==> src/hw/mic_pkg.sv <==
// Package for the microphone front-end configuration bank.
// Assumes an 8-bit paged register port driven by a serial control bus decoder.
package mic_pkg;
    localparam logic [7:0] PAGE_SEL_ADDR   = 8'h00;
    localparam logic [7:0] MIC_PAGE        = 8'h01;
    localparam logic [7:0] PAGE_RESET      = 8'h00;
    localparam logic [7:0] BIAS_ADDR       = 8'h2e;
    localparam logic [7:0] GAIN_ADDR       = 8'h2f;
    localparam logic [7:0] POS_ADDR        = 8'h30;
    localparam logic [7:0] NEG_ADDR        = 8'h31;
    localparam logic [7:0] CM_ADDR         = 8'h32;
    localparam logic [7:0] BIAS_RESET      = 8'h00;
    localparam logic [7:0] GAIN_RESET      = 8'h80;
    localparam logic [7:0] POS_RESET       = 8'h00;
    localparam logic [7:0] NEG_RESET       = 8'h00;
    localparam logic [7:0] CM_RESET        = 8'h00;
    localparam logic [7:0] BIAS_WMASK      = 8'h8b;
    localparam logic [7:0] GAIN_WMASK      = 8'hff;
    localparam logic [7:0] POS_WMASK       = 8'hfc;
    localparam logic [7:0] NEG_WMASK       = 8'hf0;
    localparam logic [7:0] CM_WMASK        = 8'he0;
    localparam int         BIAS_PD_BIT     = 7;
    localparam int         BIAS_FORCE_BIT  = 3;
    localparam int         GAIN_FORCE_BIT  = 7;
    localparam int         CM_APPLIED_BIT  = 0;
    localparam logic [6:0] GAIN_CODE_MAX   = 7'h77;
    localparam logic [1:0] BIAS_OFF        = 2'h0;
    // Time the analog side takes to settle a new gain or input choice.
    localparam int         SETTLE_NS       = 1000;
    localparam int         CLK_NS          = 100;
    localparam int         SETTLE_CYCLES   = (SETTLE_NS + CLK_NS - 1) / CLK_NS;
endpackage : mic_pkg

==> src/hw/mic_cfg.sv <==
// Microphone front-end configuration registers on page 1 of a paged map.
// Assumes a simple synchronous register port; a write and read share the address.
// How it works
// - Bias register bit 7 requests device software power-down; resets to 0.
// - Bias bits 1:0 choose off, 2 V, 2.5 V or analog supply rail.
// - Bit 3 clear keeps bias off when detection on and no headset.
// - Gain bit 7 resets to 1, forcing 0 dB; clear it to use code.
// - Gain code steps 0.5 dB from 0 to 59.5 dB; resets to zero.
// - Positive register selects three inputs with 10, 20 or 40 kilohm.
// - Negative register selects common-mode reference and left-minus input.
// - Common-mode bits 7:5 tie unused inputs to common mode.
// - Common-mode bit 0 reads 1 once all analog gains are applied.
// - Register 0 selects the page; these registers live on page 1.
module mic_cfg
(
    // Clock and reset
    input  wire logic       clk_in,
    input  wire logic       rst_in,
    // Register port
    input  wire logic [7:0] reg_addr_in,
    input  wire logic [7:0] reg_wdata_in,
    input  wire logic       reg_write_in,
    output logic      [7:0] reg_rdata_out,
    // Headset sense
    input  wire logic       headset_detect_en_in,
    input  wire logic       headset_present_in,
    // Analog controls
    output logic            soft_power_down_out,
    output logic      [1:0] mic_bias_supply_out,
    output logic      [6:0] mic_preamp_gain_out,
    output logic      [1:0] left_plus_mic_input_out,
    output logic      [1:0] right_plus_mic_input_out,
    output logic      [1:0] left_minus_mic_input_out,
    output logic      [1:0] common_mode_ref_out,
    output logic      [1:0] left_minus_neg_input_out,
    output logic      [2:0] tie_unused_to_cm_out
);
    logic [7:0] page;
    logic [7:0] bias_and_powerdown_ctrl;
    logic [7:0] preamp_gain_ctrl;
    logic [7:0] positive_terminal_select;
    logic [7:0] negative_terminal_select;
    logic [7:0] input_common_mode_settings;
    logic       on_page;
    logic       gain_touch;
    logic       applied;
    logic [7:0] next_rdata;

    assign on_page = (page == mic_pkg::MIC_PAGE);

    // Page register answers at address 0 on every page.
    always_ff @(posedge clk_in)
    begin
        if (rst_in)
        begin
            page <= mic_pkg::PAGE_RESET;
        end
        else if (reg_write_in && reg_addr_in == mic_pkg::PAGE_SEL_ADDR)
        begin
            page <= reg_wdata_in;
        end
    end

    // Reserved bits are masked so they always read zero; writes to 51-127 are dropped.
    always_ff @(posedge clk_in)
    begin
        if (rst_in)
        begin
            bias_and_powerdown_ctrl <= mic_pkg::BIAS_RESET;
        end
        else if (reg_write_in && on_page && reg_addr_in == mic_pkg::BIAS_ADDR)
        begin
            bias_and_powerdown_ctrl <= reg_wdata_in & mic_pkg::BIAS_WMASK;
        end
    end

    always_ff @(posedge clk_in)
    begin
        if (rst_in)
        begin
            preamp_gain_ctrl <= mic_pkg::GAIN_RESET;
        end
        else if (reg_write_in && on_page && reg_addr_in == mic_pkg::GAIN_ADDR)
        begin
            preamp_gain_ctrl <= reg_wdata_in & mic_pkg::GAIN_WMASK;
        end
    end

    always_ff @(posedge clk_in)
    begin
        if (rst_in)
        begin
            positive_terminal_select <= mic_pkg::POS_RESET;
        end
        else if (reg_write_in && on_page && reg_addr_in == mic_pkg::POS_ADDR)
        begin
            positive_terminal_select <= reg_wdata_in & mic_pkg::POS_WMASK;
        end
    end

    always_ff @(posedge clk_in)
    begin
        if (rst_in)
        begin
            negative_terminal_select <= mic_pkg::NEG_RESET;
        end
        else if (reg_write_in && on_page && reg_addr_in == mic_pkg::NEG_ADDR)
        begin
            negative_terminal_select <= reg_wdata_in & mic_pkg::NEG_WMASK;
        end
    end

    always_ff @(posedge clk_in)
    begin
        if (rst_in)
        begin
            input_common_mode_settings <= mic_pkg::CM_RESET;
        end
        else if (reg_write_in && on_page && reg_addr_in == mic_pkg::CM_ADDR)
        begin
            input_common_mode_settings <= reg_wdata_in & mic_pkg::CM_WMASK;
        end
    end

    // Any write to gain or input selection restarts settling, even an unchanged value.
    assign gain_touch = reg_write_in && on_page &&
                        (reg_addr_in == mic_pkg::GAIN_ADDR ||
                         reg_addr_in == mic_pkg::POS_ADDR ||
                         reg_addr_in == mic_pkg::NEG_ADDR);

    mic_settle u_settle
    (
        .clk_in     (clk_in),
        .rst_in     (rst_in),
        .restart_in (gain_touch),
        .done_out   (applied)
    );

    always_comb
    begin
        next_rdata = 8'h00;
        if (reg_addr_in == mic_pkg::PAGE_SEL_ADDR)
        begin
            next_rdata = page;
        end
        else if (!on_page)
        begin
            next_rdata = 8'h00;
        end
        else if (reg_addr_in == mic_pkg::BIAS_ADDR)
        begin
            next_rdata = bias_and_powerdown_ctrl;
        end
        else if (reg_addr_in == mic_pkg::GAIN_ADDR)
        begin
            next_rdata = preamp_gain_ctrl;
        end
        else if (reg_addr_in == mic_pkg::POS_ADDR)
        begin
            next_rdata = positive_terminal_select;
        end
        else if (reg_addr_in == mic_pkg::NEG_ADDR)
        begin
            next_rdata = negative_terminal_select;
        end
        else if (reg_addr_in == mic_pkg::CM_ADDR)
        begin
            next_rdata = input_common_mode_settings;
            next_rdata[mic_pkg::CM_APPLIED_BIT] = applied;
        end
    end

    always_ff @(posedge clk_in)
    begin
        if (rst_in)
        begin
            reg_rdata_out <= 8'h00;
        end
        else
        begin
            reg_rdata_out <= next_rdata;
        end
    end

    // Analog controls come straight from flip-flops so the front end sees no glitches.
    always_ff @(posedge clk_in)
    begin
        if (rst_in)
        begin
            soft_power_down_out <= 1'b0;
            mic_bias_supply_out <= mic_pkg::BIAS_OFF;
            mic_preamp_gain_out <= 7'h00;
        end
        else
        begin
            soft_power_down_out <= bias_and_powerdown_ctrl[mic_pkg::BIAS_PD_BIT];
            if (!bias_and_powerdown_ctrl[mic_pkg::BIAS_FORCE_BIT] &&
                headset_detect_en_in && !headset_present_in)
            begin
                mic_bias_supply_out <= mic_pkg::BIAS_OFF;
            end
            else
            begin
                mic_bias_supply_out <= bias_and_powerdown_ctrl[1:0];
            end
            if (preamp_gain_ctrl[mic_pkg::GAIN_FORCE_BIT])
            begin
                mic_preamp_gain_out <= 7'h00;
            end
            else if (preamp_gain_ctrl[6:0] > mic_pkg::GAIN_CODE_MAX)
            begin
                // Reserved codes are clamped so a bad write cannot overdrive the preamp.
                mic_preamp_gain_out <= mic_pkg::GAIN_CODE_MAX;
            end
            else
            begin
                mic_preamp_gain_out <= preamp_gain_ctrl[6:0];
            end
        end
    end

    always_ff @(posedge clk_in)
    begin
        if (rst_in)
        begin
            left_plus_mic_input_out  <= 2'h0;
            right_plus_mic_input_out <= 2'h0;
            left_minus_mic_input_out <= 2'h0;
            common_mode_ref_out      <= 2'h0;
            left_minus_neg_input_out <= 2'h0;
            tie_unused_to_cm_out     <= 3'h0;
        end
        else
        begin
            left_plus_mic_input_out  <= positive_terminal_select[7:6];
            right_plus_mic_input_out <= positive_terminal_select[5:4];
            left_minus_mic_input_out <= positive_terminal_select[3:2];
            common_mode_ref_out      <= negative_terminal_select[7:6];
            left_minus_neg_input_out <= negative_terminal_select[5:4];
            tie_unused_to_cm_out     <= input_common_mode_settings[7:5];
        end
    end
endmodule : mic_cfg

==> src/hw/mic_settle.sv <==
// Settle timer: counts a fixed delay after each restart, then reports done.
// Assumes restart is a one-cycle pulse in the register clock domain.
module mic_settle
(
    // Clock and reset
    input  wire logic clk_in,
    input  wire logic rst_in,
    // Control
    input  wire logic restart_in,
    output logic      done_out
);
    logic [7:0] count;

    always_ff @(posedge clk_in)
    begin
        if (rst_in || restart_in)
        begin
            count <= 8'(mic_pkg::SETTLE_CYCLES);
        end
        else if (count != 8'h00)
        begin
            count <= count - 8'h01;
        end
    end

    // Done stays low through reset so status starts at zero.
    always_ff @(posedge clk_in)
    begin
        if (rst_in || restart_in)
        begin
            done_out <= 1'b0;
        end
        else if (count == 8'h01)
        begin
            done_out <= 1'b1;
        end
    end
endmodule : mic_settle

==> config.mk <==
export PLATFORM = sky130hd
export DESIGN_NAME = mic_cfg
export DESIGN_NICKNAME = d
export VERILOG_FILES = /design/src/hw/mic_pkg.sv /design/src/hw/mic_cfg.sv /design/src/hw/mic_settle.sv
export SDC_FILE = /design/constraint.sdc
export NUM_CORES = 1
export LEC_CHECK = 0
export ABC_AREA = 1
export BUFFER_PORTS_ARGS = -buffer_cell sky130_fd_sc_hd__buf_4
export CAP_MARGIN = 10
export CORE_MARGIN = 2
export CORE_UTILIZATION = 30
export CTS_BUF_LIST = sky130_fd_sc_hd__clkbuf_16
export DETAILED_ROUTE_END_ITERATION = 8
export GPL_TIMING_DRIVEN = 0
export SETUP_SLACK_MARGIN = 0.2
export SLEW_MARGIN = 25
export SYNTH_ARGS = -nofsm -noshare
export SYNTH_HDL_FRONTEND = slang
export SYNTH_HIERARCHICAL = 1
export SYNTH_SLANG_ARGS = --single-unit
export TNS_END_PERCENT = 1
==> constraint.sdc <==
create_clock -name clk_in -period 2.4 [get_ports clk_in]
set_clock_uncertainty 0.2 [all_clocks]
set_input_delay 0.12 -clock clk_in [delete_from_list [all_inputs] [get_ports clk_in]]
set_output_delay 0.12 -clock clk_in [all_outputs]
set_load 0.05 [all_outputs]
-- Word-level counts from Yosys, hierarchy flattened
Cells that the tools add are included.
- equality and inequality tests: 7
- mux-type cells: 8
- $lt $le $gt $ge: 1
- reductions and logical operators: 20
- add/sub/neg operators: 1
- operators by type and width (cell ; number):
    2-to-1 mux 8 bit ; 7
    equality test 8 x 6 -> 1 bit (second input constant) ; 5
    equality test 8 x 1 -> 1 bit (second input constant) ; 2
    logical AND 1 bit ; 10
    zero test 8 bit ; 1
    nonzero test 8 bit ; 1
    subtractor 8 x 1 -> 8 bit (second input constant) ; 1
    greater-than comparator 7 bit (second input constant) ; 1
    2-to-1 mux 7 bit ; 1
    OR reduction 2 bit ; 2
    logical OR 1 bit ; 3
    OR reduction 3 bit ; 1
    zero test 1 bit ; 2
- output and inout bits: 31
- input port bits: 21
- logic and storage cells: 56
- bits in registers: 73

-- Depth between registers and ports, before layout
- depth in word-level cells: 8
- gate-level depth with buffers: 9

-- Cells and area by module
The synthesis kept the hierarchy.
- modules (own cells, without submodules) (module ; seq. area each (um^2) ; times used ; area each (um^2) ; cells each):
    mic_cfg ; 1281.2 ; 1 ; 2528.7 ; 326
    mic_settle ; 180.2 ; 1 ; 476.7 ; 64

-- Least setup slack after synthesis
OpenSTA, ideal clock, no wires.
- path type: flip-flop to flip-flop
- from: reg page[3]
- to: reg u_settle.count[5]
- data required time: 2.136 ns
- clock period less this slack: 1.459 ns
- path buffers: 0
- slack: 0.941 ns
- stages on the path, launching flop included: 9
- data arrival time: 1.195 ns
- setup time: 0.064 ns
- cell sequence: dfxtp_1 -> inv_1 -> nand4_1 -> nor2_4 -> nand2_4 -> a21oi_1 -> nor2_1 -> nand2_4 -> nor2_1
- cells in the longest elaborated chain, start to end: 4
- ends and longest elaborated chain (element ; line ; RTL):
    from (decl) ; mic_cfg.sv:38 ; logic [7:0] page;
    from (signal assigned) ; mic_cfg.sv:56 ; page <= mic_pkg::PAGE_RESET;
    from (signal assigned) ; mic_cfg.sv:60 ; page <= reg_wdata_in;
    equality test 8 x 1 -> 1 bit ; mic_cfg.sv:49 ; assign on_page = (page == mic_pkg::MIC_PAGE);
    logical AND 1 bit (2 in a row) ; mic_cfg.sv:126 ; assign gain_touch = reg_write_in && on_page &&
    via gain_touch ; mic_cfg.sv:45 ; logic gain_touch;
    logical OR 1 bit ; mic_settle.sv:16 ; if (rst_in || restart_in)
    to (signal assigned) ; mic_settle.sv:18 ; count <= 8'(mic_pkg::SETTLE_CYCLES);
    to (signal assigned) ; mic_settle.sv:22 ; count <= count - 8'h01;
    to (decl) ; mic_settle.sv:12 ; logic [7:0] count;
The timed path passes the listed nets, and every way through them passes these cells.
A chain may end at the register's enable or synchronous reset.

-- Worst setup path after layout
- from: reg page[0]
- to: reg preamp_gain_ctrl[7]
- cells in the longest elaborated chain, start to end: 3
- ends and longest elaborated chain (element ; line ; RTL):
    equality test 8 x 1 -> 1 bit ; mic_cfg.sv:49 ;
    logical AND 1 bit (2 in a row) ; mic_cfg.sv:83 ; else if (reg_write_in && on_page && reg_addr_in == mic_pkg::GAIN_ADDR)
    to (signal assigned) ; mic_cfg.sv:81 ; preamp_gain_ctrl <= mic_pkg::GAIN_RESET;
    to (signal assigned) ; mic_cfg.sv:85 ; preamp_gain_ctrl <= reg_wdata_in & mic_pkg::GAIN_WMASK;
    to (decl) ; mic_cfg.sv:40 ; logic [7:0] preamp_gain_ctrl;
Every way passes these cells.

==> metrics.txt <==
mux cell area share after synthesis 0%; Tmin final 2180 ps; unrepaired setup endpoints after global routing true; post-synth cell types 31; Clock Tree Buf Depth 2; Ys Warns 6; number of diodes 0; wire length per cell 12.7 um; worst-margin pin slew 536 ps; Leakage 1.75 nW; slowest cell on the critical path dlygate4sd3_1; status finished, final reports clean; internal power 0.00231 W; simple-gate share of the synthesized area about a quarter; Synth Area in XOR/XNOR 0.583%; main combinational cell family by area after synthesis simple AND/OR/NAND/NOR gates; vias per cell 4.48; R2R Setup Slk 220 ps; Total Wirelength 7.64 mm; Synth Net Count 414; setup TNS 0 ps; Core Region a little under 10000 sq um; first-pass GRT wire length 12.5 mm; GRT overflow 0; Tcrit/Tclk final 90.7%; Critical Path Fanout Max 10; type of the worst min-delay path input port to flop; PortBufs 51; switch share a little over a fifth; Die ar. 10800 sq um; pin count of the biggest net entering global routing 13; Worst path most repeated cell nor2_4; Yosys top cell by area dfxtp_1; highest ir drop seen on vdd 0.349 mV; DRC 0; Syn Area/Cell 7.71 sq um; clock share of power between 50% and 60%; synthesized netlist cell count 390; Seq cells post-synth 73; Final Max Slew Viols 0; Reg2Reg Depth 8; Comb pwr share 6.6%; Worst path max stage delay 560 ps; vias in the first global route 2670; Die W about 100 um; Design Power around 0.003 W; Most used DFF post-synth dfxtp_1; Area growth, synth to finish 33.4%; RR Endpoint preamp_gain_ctrl[7]$_SDFFE_PP1P_; cell with the most instances after synthesis dfxtp_1; hold_sp reg_write_in; Die Ht 104 um; Setup violations, final 0; class of the most critical setup path flop to flop; WP data required 2460 ps; DR pass1 iterations 5; Highest Clock Rate 459 MHz; Power Dens Cells 736 nW/um^2; worst r2r src page[0]$_SDFFE_PP0P_; startpoint types flop; Flop pwr share 42.3%; Max-cap violations 0; Via Count approximately 2700; Nets 488; synth cell count leaders dfxtp_1, inv_1, nand2_1; Synth Area in Compound Gates 15.7%; Starting Density 30.9%; initial drt markers roughly 140; CTS buffer count 9; Critical Path AT roughly 2200 ps; DRT antenna net count 0; H-Tree Depth 3; GRT Overall Usage 14.4%; antenna violations before repair 0; Seq/Total Area, Yosys 48.6%; clk sinks 73; hold path depth 5; Root Buffer clkbuf_16; worst-path cell chain nand4_2, nor2_4, nand2_4, nor2_4, buf_6, a21oi_1, dlygate4sd3_1, o21ai_0; Psw 0.000636 W; clk_lat worst skew approximately 330 ps; Detail Placement HPWL 5.54 mm; share of the synthesized area in the top cell type 48.6%; layout cell share with drive strength beyond 1 20.5%; CTS tree built; cell family with most CP delay buffers and inverters; final hold vios 0; clock slew at reported path FFs 60 ps; Bufs and invs on worst path 2; gpl congestion 0.893; top cells by area, synth dfxtp_1, inv_1, a21oi_1; Ports 52; Synth Area in Adders 1.25%; post-synthesis cell area 3010 sq um; share of flip-flops with an asynchronous set or reset 0%; number of flops mapped to enable cells by yosys 0; Hold EP negative_terminal_select[5]$_SDFFE_PP0P_; headroom to the max-slew limit 64.3%; CP Capture Type flop; # rows 36
[routing by layer]
layer	global-route usage (%)	routed length, um	vias up
met5	0	0	-
met4	5.98	73	0
met3	3.82	395	9
met2	24.2	3620	77
met1	17.5	3550	1223
li1	-	-	1387
[registers in the layout (all words and copies together) (netlist names), 3 cells and up]
signal	cells
mic_preamp_gain_out	7
page	8
tie_unused_to_cm_out	3
positive_terminal_select	6
bias_and_powerdown_ctrl	4
reg_rdata_out	8
negative_terminal_select	4
u_settle/count	8
input_common_mode_settings	3
preamp_gain_ctrl	8
[power by group through the flow]
stage / clock (W) / sequential [W] / combinational [W]
after floorplan: 0 / 0.00127 / 0.000115
after global placement: 0 / 0.00127 / 0.000173
after detailed placement: 0 / 0.00128 / 0.000180
after CTS: 0.00152 / 0.00125 / 0.000196
after global routing: 0.00158 / 0.00125 / 0.000215
final: 0.00151 / 0.00125 / 0.000194
[timing repair]
action / CTS / global route
buffers inserted: 0 / 0
hold buffers: 12 / 0
setup endpoints to repair: 0 / 3
hold endpoints to repair: 38 / 0
gates resized for setup: 0 / 2
[through the flow]
step | hold slack, ps | setup slack [ps] | utilization [%] | cells | instance area (sq um)
6_report | 37.1 | 224 | 41.2 | 602 | 4010
5_1_grt | 64.6 | 120 | 41.2 | 602 | 4010
4_1_cts | 31.1 | 250 | 41.2 | 602 | 4010
3_5_place_dp | 163 | 706 | 36.5 | 574 | 3550
3_3_place_gp | 162 | 722 | 36.5 | 574 | 3550
2_1_floorplan | -10.9 | 941 | - | 390 | 3010
[logic make-up after synthesis]
family | count (synthesis)
xor+xnor | 2
fa+ha+maj | 3
simple gates | 151
compound gates | 89
buf+inv | 72
flops | 73
[worst max-delay path by stage]
stage	from	slack, ps	cells after the start	endpoint
detailed placement	page[2]$_SDFFE_PP0P_	710	8	u_settle/count[5]$_SDFFE_PP0P_
global route	page[3]$_SDFFE_PP0P_	120	9	preamp_gain_ctrl[7]$_SDFFE_PP1P_
floorplan	page[3]$_SDFFE_PP0P_	940	8	u_settle/count[5]$_SDFFE_PP0P_
CTS	rst_in	250	7	mic_bias_supply_out[0]$_SDFF_PP0_
global placement	page[3]$_SDFFE_PP0P_	720	8	u_settle/count[5]$_SDFFE_PP0P_
finish	page[0]$_SDFFE_PP0P_	220	8	preamp_gain_ctrl[7]$_SDFFE_PP1P_
[layout by cell type (no fill, tap or decap), drive strengths merged]
cell type	n
a21boi	1
a21oi	46
buf	54
bufinv	3
clkbuf	14
clkinv	3
clkinvlp	1
dfxtp	73
dlygate4sd3	12
ha	3
inv	64
nand2	66
nand3	16
nand4	6
nor2	60
nor3	2
nor4	1
o211ai	2
o21a	1
o21ai	36
o21bai	1
o22ai	1
o31ai	1
xnor2	1
xor2	1
[cell type report]
type | instances | area, sq um
Fill cell | 1021 | 5720
Timing Repair Buffer | 63 | 503
Buffer | 8 | 53.8
Clock buffer | 9 | 225
Inverter | 64 | 240
Tap cell | 133 | 166
Sequential cell | 73 | 1460
Clock inverter | 7 | 109
Multi-Input combinational cell | 245 | 1250
[worst register-to-register path: cells and delay by family, from the launching register on]
kind | cells | cell delay [ps]
buffers and inverters | 2 | 730
AOI/OAI and AO/OA | 2 | 140
and+or+nand+nor | 4 | 650
DFF | 1 | 390
Power figures use the tool's default switching activity.
